### src/hdl/acc_regs.vh
// register offsets, field positions, reset values for the comparator control block
// assumes a 32-bit apb slave with byte addresses
`ifndef ACC_REGS_VH
`define ACC_REGS_VH

`define ACC_CTRL_IDX      8'h9b
`define ACC_CTRL_ADDR     12'h26c
`define ACC_MODE_ADDR     12'h270
`define ACC_IRQ_STAT_ADDR 12'h274
`define ACC_IRQ_MASK_ADDR 12'h278

`define ACC_CTRL_RESET    8'h00
`define ACC_MODE_RESET    2'h0
`define ACC_BIT_ON        7
`define ACC_BIT_RESULT    6
`define ACC_BIT_RISE      5
`define ACC_BIT_FALL      4
`define ACC_POS_HI        3
`define ACC_POS_LO        2
`define ACC_NEG_HI        1
`define ACC_NEG_LO        0
`define ACC_IRQ_RISE      0
`define ACC_IRQ_FALL      1

`endif

### src/hdl/acc_edge_sync.v
// two-stage synchroniser and edge detector for the comparator output
// assumes the raw comparator output is asynchronous to clk
`timescale 1ns/1ps
`default_nettype none

module acc_edge_sync
(
  input  wire clk,
  input  wire rst,
  input  wire raw_in,
  output reg  level_ff,
  output wire rise,
  output wire fall
);

  reg meta_ff;
  reg sync_ff;

  always @(posedge clk or posedge rst)
  begin
    if (rst)
    begin
      meta_ff  <= 1'b0;
      sync_ff  <= 1'b0;
      level_ff <= 1'b0;
    end
    else
    begin
      meta_ff  <= raw_in;
      sync_ff  <= meta_ff;
      level_ff <= sync_ff;
    end
  end

  assign rise = sync_ff & ~level_ff;
  assign fall = ~sync_ff & level_ff;

endmodule

`default_nettype wire

### src/hdl/acc_top.v
// comparator control and status block with apb register access
// assumes the analog comparator core sits outside and drives cmp_raw
//
// Functional notes
// - bit 7 turns the comparator on/off
// - bit 6 reads live comparator result
// - rising output sets rise flag bit 5
// - falling output sets fall flag bit 4
// - edge flags stay set until software clears
// - interrupts from both rising and falling edges
// - rise request forwarded only when mask enabled
// - fall request forwarded only when mask enabled
// - bits 3:2 select positive hysteresis
// - bits 1:0 select negative hysteresis
// - mode register selects response time
// - spurious edges possible after setting changes
`timescale 1ns/1ps
`default_nettype none
`include "acc_regs.vh"

module acc_top
(
  input  wire        clk,
  input  wire        rst,
  input  wire        psel,
  input  wire        penable,
  input  wire        pwrite,
  input  wire [11:0] paddr,
  input  wire [31:0] pwdata,
  input  wire [3:0]  pstrb,
  output reg  [31:0] prdata,
  output reg         pready,
  output reg         pslverr,
  input  wire        cmp_raw,
  output reg         comparator_on,
  output reg  [1:0]  pos_hyst_sel,
  output reg  [1:0]  neg_hyst_sel,
  output reg  [1:0]  response_mode,
  output reg         irq
);

  // ----------------------------------------------------------------
  // state
  // ----------------------------------------------------------------
  reg        rise_edge_flag_ff;
  reg        fall_edge_flag_ff;
  reg        rise_irq_mask_en_ff;
  reg        fall_irq_mask_en_ff;
  reg        rise_stat_ff;
  reg        fall_stat_ff;
  wire       cmp_level;
  wire       cmp_rise;
  wire       cmp_fall;
  wire       wr_go;
  wire       rd_go;
  wire       lane0;
  reg        nxt_rise_flag;
  reg        nxt_fall_flag;
  reg        nxt_rise_stat;
  reg        nxt_fall_stat;
  reg        nxt_rise_mask;
  reg        nxt_fall_mask;
  reg [31:0] nxt_prdata;
  reg        nxt_slverr;

  function addr_known;
    input [11:0] a;
    begin
      addr_known = (a == `ACC_CTRL_ADDR) || (a == `ACC_MODE_ADDR) ||
                   (a == `ACC_IRQ_STAT_ADDR) || (a == `ACC_IRQ_MASK_ADDR);
    end
  endfunction

  // ----------------------------------------------------------------
  // comparator synchroniser
  // ----------------------------------------------------------------
  acc_edge_sync u_sync
  (
    .clk      (clk),
    .rst      (rst),
    .raw_in   (cmp_raw),
    .level_ff (cmp_level),
    .rise     (cmp_rise),
    .fall     (cmp_fall)
  );

  // access phase, one wait cycle; single-cycle pready pulse
  assign wr_go = psel & penable & pwrite & ~pready;
  assign rd_go = psel & penable & ~pwrite & ~pready;
  assign lane0 = pstrb[0];

  // ----------------------------------------------------------------
  // flag and status next values
  // ----------------------------------------------------------------
  always @*
  begin
    nxt_rise_flag = rise_edge_flag_ff;
    nxt_fall_flag = fall_edge_flag_ff;
    nxt_rise_stat = rise_stat_ff;
    nxt_fall_stat = fall_stat_ff;
    nxt_rise_mask = rise_irq_mask_en_ff;
    nxt_fall_mask = fall_irq_mask_en_ff;
    // a mask write must reach irq in the same cycle as the mask itself
    if (wr_go && lane0 && paddr == `ACC_IRQ_MASK_ADDR)
    begin
      nxt_rise_mask = pwdata[`ACC_IRQ_RISE];
      nxt_fall_mask = pwdata[`ACC_IRQ_FALL];
    end
    // software writes flags directly; hardware set wins afterwards
    // power-up or setting changes may leave spurious edges here
    if (wr_go && lane0 && paddr == `ACC_CTRL_ADDR)
    begin
      nxt_rise_flag = pwdata[`ACC_BIT_RISE];
      nxt_fall_flag = pwdata[`ACC_BIT_FALL];
    end
    if (wr_go && lane0 && paddr == `ACC_IRQ_STAT_ADDR)
    begin
      if (pwdata[`ACC_IRQ_RISE])
        nxt_rise_stat = 1'b0;
      if (pwdata[`ACC_IRQ_FALL])
        nxt_fall_stat = 1'b0;
    end
    if (cmp_rise)
    begin
      nxt_rise_flag = 1'b1;
      nxt_rise_stat = 1'b1;
    end
    if (cmp_fall)
    begin
      nxt_fall_flag = 1'b1;
      nxt_fall_stat = 1'b1;
    end
  end

  // ----------------------------------------------------------------
  // read mux
  // ----------------------------------------------------------------
  always @*
  begin
    nxt_prdata = 32'h0000_0000;
    nxt_slverr = 1'b0;
    if (psel && penable && !pready)
    begin
      nxt_slverr = ~addr_known(paddr);
      if (rd_go)
      begin
        case (paddr)
          `ACC_CTRL_ADDR:
          begin
            nxt_prdata[`ACC_BIT_ON]     = comparator_on;
            nxt_prdata[`ACC_BIT_RESULT] = cmp_level;
            nxt_prdata[`ACC_BIT_RISE]   = rise_edge_flag_ff;
            nxt_prdata[`ACC_BIT_FALL]   = fall_edge_flag_ff;
            nxt_prdata[3:2]             = pos_hyst_sel;
            nxt_prdata[1:0]             = neg_hyst_sel;
          end
          `ACC_MODE_ADDR:
            nxt_prdata[1:0] = response_mode;
          `ACC_IRQ_STAT_ADDR:
            nxt_prdata[1:0] = {fall_stat_ff, rise_stat_ff};
          `ACC_IRQ_MASK_ADDR:
            nxt_prdata[1:0] = {fall_irq_mask_en_ff, rise_irq_mask_en_ff};
          default:
            nxt_prdata = 32'h0000_0000;
        endcase
      end
    end
  end

  // ----------------------------------------------------------------
  // registers
  // ----------------------------------------------------------------
  always @(posedge clk or posedge rst)
  begin
    if (rst)
    begin
      comparator_on       <= 1'b0;
      pos_hyst_sel        <= 2'h0;
      neg_hyst_sel        <= 2'h0;
      response_mode       <= `ACC_MODE_RESET;
      rise_edge_flag_ff   <= 1'b0;
      fall_edge_flag_ff   <= 1'b0;
      rise_irq_mask_en_ff <= 1'b0;
      fall_irq_mask_en_ff <= 1'b0;
      rise_stat_ff        <= 1'b0;
      fall_stat_ff        <= 1'b0;
      prdata              <= 32'h0000_0000;
      pready              <= 1'b0;
      pslverr             <= 1'b0;
      irq                 <= 1'b0;
    end
    else
    begin
      pready  <= psel & penable & ~pready;
      pslverr <= nxt_slverr;
      prdata  <= nxt_prdata;
      if (wr_go && lane0)
      begin
        case (paddr)
          `ACC_CTRL_ADDR:
          begin
            comparator_on <= pwdata[`ACC_BIT_ON];
            pos_hyst_sel  <= pwdata[`ACC_POS_HI:`ACC_POS_LO];
            neg_hyst_sel  <= pwdata[`ACC_NEG_HI:`ACC_NEG_LO];
          end
          `ACC_MODE_ADDR:
            response_mode <= pwdata[1:0];
          `ACC_IRQ_MASK_ADDR:
          begin
            rise_irq_mask_en_ff <= pwdata[`ACC_IRQ_RISE];
            fall_irq_mask_en_ff <= pwdata[`ACC_IRQ_FALL];
          end
          default:
            comparator_on <= comparator_on;
        endcase
      end
      rise_edge_flag_ff <= nxt_rise_flag;
      fall_edge_flag_ff <= nxt_fall_flag;
      rise_stat_ff      <= nxt_rise_stat;
      fall_stat_ff      <= nxt_fall_stat;
      // level request from sticky status gated by masks
      irq <= (nxt_rise_stat & nxt_rise_mask) |
             (nxt_fall_stat & nxt_fall_mask);
    end
  end

endmodule

`default_nettype wire

### config.mk
export PLATFORM = sky130hd
export DESIGN_NAME = acc_top
export DESIGN_NICKNAME = d
export VERILOG_FILES = /design/src/hdl/acc_edge_sync.v /design/src/hdl/acc_top.v
export VERILOG_INCLUDE_DIRS = /design/src /design/src/hdl
export SDC_FILE = /design/constraint.sdc
export NUM_CORES = 1
export LEC_CHECK = 0
export BUFFER_PORTS_ARGS = -buffer_cell sky130_fd_sc_hd__buf_2
export CAP_MARGIN = 20
export CORE_UTILIZATION = 25
export DETAILED_ROUTE_END_ITERATION = 8
export PLACE_DENSITY = 0.59
export SLEW_MARGIN = 5
export SYNTH_ARGS = -nofsm -noshare
export SYNTH_HDL_FRONTEND = slang
export SYNTH_SLANG_ARGS = --single-unit
### constraint.sdc
create_clock -name clk -period 4.3 [get_ports clk]
set_input_delay 0.645 -clock clk [delete_from_list [all_inputs] [get_ports clk]]
set_output_delay 0.645 -clock clk [all_outputs]
set_load 0.01 [all_outputs]
After elaboration in Yosys (flattened, before gate mapping). Index checks and enable logic that the tools add are counted.

Add/subtract/negate cells: 0. Multipliers: 0. Divide/modulo/power cells: 0. Magnitude comparators: 0. Equality and inequality tests: 4. Shifts and indexed selects: 0. Multiplexer cells: 17. Bitwise logic cells: 16. Reductions and logical operators: 15.

Operators by type and width (number): 12-bit by 10-bit equality test with 1-bit output (second input constant) (4); 8-bit 2-to-1 mux (2); 1-bit 2-to-1 mux (13); 1-bit bitwise AND (10); 2-bit case mux with 4 select lines (1); 1-bit logical AND (6); 6-bit 2-to-1 mux (1); 2-bit AND reduction (3); 1-bit inverter (5); 2-bit nonzero test (2); 1-bit logical OR (3); 1-bit zero test (1); 1-bit bitwise OR (1).

Register bits after elaboration: 51. Latch bits: 0. Memory bits (writable): 0. Bits in read-only memories: 0. Bits of input ports: 54. Output and inout bits: 42. Word-level logic and storage cells: 69. Memories: 0.

Longest topological paths before layout. Gate-level depths: netlist of the first run.

Word-level depth: 9. Mapped depth: 6. Depth with buffers taken out: 5.

By module. Synthesis of the first run repeated with hierarchy kept, for this count alone.

Cells, all modules: 111. Area total of the unflattened synthesis: 1311.3 um^2.

By module, submodules not included: acc_top (instances 1, cells each 105, area an instance 1217.4 um^2, sequential area each 600.6 um^2); acc_edge_sync (instances 1, cells each 6, area an instance 93.8 um^2, sequential area each 75.1 um^2).

Worst setup path before layout of the first run. Ideal clock, no wire load.

Path type: input to register. From: in paddr[8]. To: reg irq. Setup time: 121 ps. Arrival time: 2550 ps. Data required time: 4179 ps. Setup slack: 1629 ps. Stages: 5. Buffers on the path: 0. Cells stage by stage: or4b_4 or4_4 nor4_4 mux2_2 a22o_2.

Longest elaborated chain between the ends: 6. Elaborated cells on any way between the ends: 13. Classes of those cells: eq/ne: 2; mux: 6; bitwise: 3; reduce/logical: 2.

Ends and longest elaborated chain: start, declared (line acc_top.v:28) `input wire [11:0] paddr,`; 12-bit by 10-bit equality test with 1-bit output; 1-bit logical AND (no line); 1-bit 2-to-1 mux (line acc_top.v:116) `` if (wr_go && lane0 && paddr == `ACC_IRQ_STAT_ADDR) ``; 1-bit 2-to-1 mux (on tied branches) (line acc_top.v:123, acc_top.v:128); 1-bit bitwise AND (on tied branches) (line acc_top.v:222, acc_top.v:223); 1-bit bitwise OR * (line acc_top.v:222) `irq <= (nxt_rise_stat & nxt_rise_mask) |`; end signal, assigned (line acc_top.v:222); end, declared (line acc_top.v:39) `output reg irq`.

Every way passes the cells marked *; elsewhere a longest branch is shown, timed or not. A chain may end at the register's enable or synchronous reset.

Worst setup path in the final report of the first run. Ends and elaborated chain as after synthesis.

==> results_dict.tcl, run 1 <==
set metrics [dict create \
    required_ns 4.47 \
    dr_wl_met3_um 203 \
    r2r_setup_slack_ns 2.21 \
    grt_pass1_wl_um 3450 \
    cts_sinks 27 \
    pwr_density_cell_mw_per_mm2 278 \
    insertion_delay_ns 0.27 \
    first_iter_violations 54 \
    highest_layer "met4" \
    met1_length_um 946 \
    reg2reg_depth 5 \
    initial_core_util 0.260 \
    netlist_area_mm2 0.00134 \
    wl_per_cell_um 9.72 \
    fin_skew_ns 0.00120 \
    antenna_left 0 \
    seqCellArea_um2 676 \
    first_global_vias 742 \
    cts_resized 0 \
    area_growth_pct 20.8 \
    groute.usage.overall 0.0834 \
    outcome "finished clean" \
    io_buffer_count 43 \
    htree_levels 1 \
    leakage_nw 0.858 \
    max_cap_viol_count 0 \
    final.min_clock_period_ns 2.55 \
    ys_warn_count 0 \
    peakVddDrop_uv 112 \
    placementRows 26 \
    multi_input_comb_area_um2 543 \
    ys_ff_latch 27 \
    diodes 0 \
    total_power_w 0.000448 \
    fin_setup_tns_ns 0 \
    arrival_ns 2.72 \
    drv_slew 0 \
    io_pins 96 \
    cts_tree "built" \
    die_h_um 75.1 \
    synth_cell_type_count 30 \
    worst-path-max-fanout 3 \
    layout.nets 218 \
    worst_r2r_startpoint "pready$_DFF_PP0_" \
    core_area_mm2 0.00514 \
    avgSynthCellArea_um2 11.3 \
    final_cell_mix "43 x buf_2, 27 x dfrtp_1, 24 x conb_1, 10 x mux2_2, 7 x nand2_1" \
    critical_path_class "in2reg" \
    routed_wl_um 2260 \
    routed_via_density 3.74 \
    grt_max_degree 28 \
    rr_endpoint "irq$_DFF_PP0_" \
    gp_congestion 0.752 \
    drc 0 \
    ctsHoldBuffers 0 \
    clk_pin_slew_ns 0.09 \
    clock.fmax_ghz 0.392 \
    fillers 548 \
    drive_gt1_frac 0.399 \
    vias 872 \
    dp_hpwl_um 1800 \
    synthCells 118 \
    end_kind "flop" \
    rsz0062_at_grt "no" \
    post-cts-setup-buffers 0 \
    seq_area_frac_synth 0.506 \
    route.met2.wl_um 1080 \
    hold_class "in2async" \
    startpoint_type "primary input" \
    cts_buffers 3 \
    cts_buffer_depth 2 \
    die_w_um 75.1 \
    dr.pass1.iters 4 \
    min_period_over_period 0.594 \
    mostFrequentLayoutCell "buf_2" \
    grt-ovfl-total 0 \
    antenna_found_initial 0 \
    setup_violations 0 \
    die_area_mm2 0.00564 \
    hold_viol_final 0 \
    ctsRootBufferMaster "clkbuf_8" \
]
[per-layer routing]
layer,up-vias,GRT usage
li1,441,-
met1,395,0.0993
met2,32,0.128
met3,4,0.0348
met4,0,0.0440
met5,-,0
[cell families after synthesis]
family	share of synthesized area
compound gates	0.0450
xor+xnor	0.00656
buf+inv	0.152
flops	0.506
mux	0.0993
other cells	0.00281
simple gates	0.188
[registers in the layout (all words and copies together) (netlist names)]
signal	flops
fall_edge_flag_ff	1
pos_hyst_sel	2
fall_irq_mask_en_ff	1
response_mode	2
u_sync.meta_ff	1
neg_hyst_sel	2
pslverr	1
prdata	8
u_sync.level_ff	1
fall_stat_ff	1
rise_stat_ff	1
pready	1
rise_edge_flag_ff	1
rise_irq_mask_en_ff	1
irq	1
comparator_on	1
u_sync.sync_ff	1
[worst max-delay path: stages]
cell and delay (ns):
buf_2 0.10, or4b_4 0.54, or4_4 0.54, nor4_4 0.26, mux2_2 0.38, a22o_2 0.26
[cell type report]
cell class | instances | area share
clock inverters | 1 | 0.00465
well taps | 70 | 0.0543
flip-flops and latches | 27 | 0.419
clock buffers | 3 | 0.0256
inverters | 4 | 0.00931
repair buffers | 44 | 0.151
multi-input cells | 84 | 0.337
[per-stage QoR]
stage	area [um2]	setup WS, ns	utilization	std cells	hold WS (ns)
floorplan	1420	1.63	-	141	0.331
global route	1610	1.70	0.314	233	0.314
CTS	1590	1.74	0.308	232	0.359
detailed placement	1540	1.44	0.299	228	0.337
finish	1610	1.75	0.314	233	0.308
global placement	1540	1.45	0.299	228	0.334
[cells in the mapped netlist]
| cell | n | share of area |
|---|---|---|
| mux2_2 | 10 | 0.084 |
| a22oi_1 | 1 | 0.0056 |
| nor2b_1 | 2 | 0.0094 |
| conb_1 | 1 | 0.0028 |
| nand2b_1 | 2 | 0.0094 |
| nand3_1 | 2 | 0.0075 |
| o21ai_0 | 2 | 0.0075 |
| nor3_1 | 2 | 0.0075 |
| nor4_4 | 1 | 0.016 |
| or4b_4 | 1 | 0.010 |
| a2bb2oi_1 | 2 | 0.013 |
| clkbuf_1 | 2 | 0.0056 |
| and2_1 | 6 | 0.028 |
| nor2_1 | 4 | 0.011 |
| nor4_2 | 1 | 0.0094 |
| a31oi_1 | 1 | 0.0047 |
| nor3b_1 | 1 | 0.0056 |
| xor2_1 | 1 | 0.0066 |
| mux2i_1 | 2 | 0.015 |
| or3_1 | 2 | 0.0094 |
| inv_1 | 4 | 0.011 |
| nand2_1 | 7 | 0.020 |
| or2_2 | 2 | 0.0094 |
| buf_4 | 24 | 0.13 |
| or4_4 | 1 | 0.0084 |
| a211o_1 | 1 | 0.0066 |
| nand3b_1 | 4 | 0.022 |
| dfrtp_1 | 27 | 0.51 |
| a22o_2 | 1 | 0.0075 |
| nor4_1 | 1 | 0.0047 |
[worst max-delay path by stage]
| stage | depth (start not counted) | from | slack [ns] | endpoint |
|---|---|---|---|---|
| 3_3_place_gp | 6 | paddr[8] | 1.45 | irq$_DFF_PP0_ |
| 4_1_cts | 6 | paddr[8] | 1.74 | irq$_DFF_PP0_ |
| 2_1_floorplan | 5 | paddr[8] | 1.63 | irq$_DFF_PP0_ |
| 6_report | 6 | paddr[8] | 1.75 | irq$_DFF_PP0_ |
| 3_5_place_dp | 6 | paddr[8] | 1.44 | irq$_DFF_PP0_ |
| 5_1_grt | 6 | paddr[8] | 1.70 | irq$_DFF_PP0_ |
[power by group]
part / switching (W) / internal, W / leakage [nW]
clock: 0.0000799 / 0.0000658 / 0.0217
combinational: 0.0000282 / 0.0000167 / 0.488
sequential: 0.00000107 / 0.000256 / 0.348
total: 0.000109 / 0.000339 / 0.858
Note: power is estimated with default switching activity, not from simulation.
==> inputs of run 2 (changes only) <==
--- a/config.mk
+++ b/config.mk
@@ -6,11 +6,12 @@
 export SDC_FILE = /design/constraint.sdc
 export NUM_CORES = 1
 export LEC_CHECK = 0
+export ABC_AREA = 1
 export BUFFER_PORTS_ARGS = -buffer_cell sky130_fd_sc_hd__buf_2
 export CAP_MARGIN = 20
 export CORE_UTILIZATION = 25
 export DETAILED_ROUTE_END_ITERATION = 8
-export PLACE_DENSITY = 0.59
+export PLACE_DENSITY = 0.57
 export SLEW_MARGIN = 5
 export SYNTH_ARGS = -nofsm -noshare
 export SYNTH_HDL_FRONTEND = slang
==> constraint.sdc (replaced) <==
create_clock -name clk -period 2.56 [get_ports clk]
set_input_delay 0.384 -clock clk [delete_from_list [all_inputs] [get_ports clk]]
set_output_delay 0.384 -clock clk [all_outputs]
set_load 0.01 [all_outputs]
==> run 2 against run 1 <==
Net effect: clock skew rose by 0.0031 ns; utilization fell by 0.27 points; worst hold slack got worse by 0.15 ns; synthesized cell count rose by 47%; worst setup slack got worse by 0.49 ns; first-iteration DRC count rose by 26%.
==> results_dict.tcl, run 2 <==
set metrics [dict create \
    synth_area_leader_cell "dfrtp_1" \
    min_period_over_period 0.509 \
    grt-ovfl-total 0 \
    cts_resized 0 \
    final.min_clock_period_ns 1.30 \
    post-synth-top-count-cell "nand2_1" \
    top_register "prdata" \
    outcome "finished clean" \
    netlist_area_mm2 0.00147 \
    io_buffer_count 43 \
    synthTopCellsByCount "34 x nand2_1, 27 x dfrtp_1, 24 x buf_4, 21 x inv_1, 18 x nor2_1" \
    fillers 600 \
    gp_congestion 0.794 \
    htree_levels 1 \
    antenna_found_initial 0 \
    die_area_mm2 0.00618 \
    ys_warn_count 0 \
    routed_wl_um 2640 \
    largest_register_ffs 8 \
    core_area_mm2 0.00557 \
    synth_edf_count 0 \
    dp_hpwl_um 2170 \
    fin_skew_ns 0.00427 \
    insertion_delay_ns 0.27 \
    synthCells 173 \
    initial_core_util 0.263 \
    hold-worst-slack_ns 0.157 \
    leakage_nw 0.965 \
    clk_pin_slew_ns 0.09 \
    worst-path-max-fanout 7 \
    antenna_left 0 \
    vias 1111 \
    cp_cell_sequence "inv_1 -> nand3_2 -> nor2_4 -> nand3_1 -> nand2_1 -> nand3_1 -> nand2_1 -> nand2_1" \
    hold_class "in2async" \
    grt_max_degree 28 \
    diodes 0 \
    area_growth_pct 18.3 \
    pwr_density_cell_mw_per_mm2 432 \
    cp_slowest_cell "dfrtp_1" \
    routed_via_density 3.80 \
    ctsHoldBuffers 0 \
    end_kind "flop" \
    drive_gt1_frac 0.314 \
    drv_slew 0 \
    avgSynthCellArea_um2 8.48 \
    startpoint_type "flop" \
    seq_area_frac_synth 0.461 \
    reg2reg_depth 8 \
    wl_per_cell_um 9.04 \
    fin_setup_tns_ns 0 \
    mostFrequentLayoutCell "buf_2" \
    placementRows 27 \
    arrival_ns 1.47 \
    io_pins 96 \
    hold_viol_final 0 \
    max_cap_viol_count 0 \
    cts_buffer_depth 2 \
    final_cell_count_no_fill 292 \
    cts_sinks 27 \
    drc 0 \
    dp.cells 288 \
    worst_r2r_startpoint "pready$_DFF_PP0_" \
    ctsRootBufferMaster "clkbuf_8" \
    ys_ff_latch 27 \
    critical_path_class "reg2reg" \
    groute.usage.overall 0.0886 \
    dr.pass1.iters 4 \
    path_common_cell "nand2_1" \
    clock.fmax_ghz 0.768 \
    synth.top_cell.area_share 0.461 \
    cts_tree "built" \
    cts_buffers 3 \
    cpPeakStageDelay_ns 0.38 \
    required_ns 2.72 \
    rsz0062_at_grt "no" \
    r2r_setup_slack_ns 1.26 \
    post-cts-setup-buffers 0 \
    fin_util 0.311 \
    first_global_vias 1036 \
    die_h_um 78.6 \
    layout.nets 275 \
    peakVddDrop_uv 179 \
    grt_pass1_wl_um 4360 \
    synth_top_flop_cell "dfrtp_1" \
    rr_endpoint "irq$_DFF_PP0_" \
    first_iter_violations 68 \
    die_w_um 78.6 \
    final_cell_mix "43 x buf_2, 34 x nand2_1, 27 x dfrtp_1, 24 x conb_1, 21 x inv_1" \
    synth_cell_type_count 21 \
    netlist_top_cells_area "dfrtp_1 46%, buf_4 12%, nand2_1 8.7%" \
    async_reset_ff_frac 1.00 \
    setup_violations 0 \
]
## run 2: changes by cell type in the layout (fill, tap and decap cells not counted), moves of 3 or more
cell,change
nor2_4,+6
o21ai_1,+5
inv_1,+17
nand3b_1,-4
nand2_2,+4
nand3_2,+3
nand4_1,+6
nor2_1,+14
mux2_2,-10
nand2_1,+27
nand3_1,+8
and2_1,-6
## run 2: kinds of logic (layout without fill, tap and decap cells)
logic type	after synthesis	after routing	synth area share
other	1	24	0.00256
AO/OA/AOI/OAI	8	8	0.0299
flip-flops	27	27	0.461
AND/OR/NAND/NOR	89	89	0.322
buffers and inverters	48	72	0.185
## run 2: layout make-up
cell class,instances,area [um2],share of cell area
inverter,24,91.3,0.0527
multi-input combinational,121,606,0.349
timing repair buffer,44,223,0.128
clock inverter,1,7.51,0.00433
sequential,27,676,0.390
clock buffer,3,41.3,0.0238
tap,72,90.1,0.0519
## run 2: where the power goes
part	internal (W)	total (W)	leakage, nW	switching (W)
combinational	0.0000242	0.0000794	0.606	0.0000552
clock	0.000110	0.000238	0.0217	0.000128
sequential	0.000430	0.000432	0.337	0.00000137
## run 2: through the flow
step / worst slack [ns] / instance area, um2 / power, W
after floorplan: 1.31 / 1550 / 0.000516
after global placement: 1.10 / 1690 / 0.000519
after detailed placement: 1.07 / 1690 / 0.000521
after CTS: 1.24 / 1730 / 0.000762
after global routing: 1.11 / 1730 / 0.000794
final: 1.26 / 1730 / 0.000749
## run 2: worst max path at each step
stage                     start            end  slack, ns  cells past startpoint
2_1_floorplan         paddr[11]  irq$_DFF_PP0_       1.31                      8
4_1_cts        pready$_DFF_PP0_  irq$_DFF_PP0_       1.24                      8
3_3_place_gp          paddr[11]  irq$_DFF_PP0_       1.10                      9
5_1_grt        pready$_DFF_PP0_  irq$_DFF_PP0_       1.11                      8
3_5_place_dp          paddr[11]  irq$_DFF_PP0_       1.07                      9
6_report       pready$_DFF_PP0_  irq$_DFF_PP0_       1.26                      8
## run 2: worst max-delay path, delay by kind of cell, from the launching register on
| kind | cells | cell delay [ns] |
|---|---|---|
| buffers and inverters | 1 | 0.06 |
| flip-flops | 1 | 0.38 |
| AND/OR/NAND/NOR | 7 | 0.76 |
## run 2: layer usage
layer | GRT usage | routed length, um | up-vias
li1 | - | - | 583
met1 | 0.108 | 1190 | 491
met5 | 0 | 0 | -
met4 | 0.0167 | 0 | 0
met2 | 0.157 | 1290 | 37
met3 | 0.0221 | 153 | 0
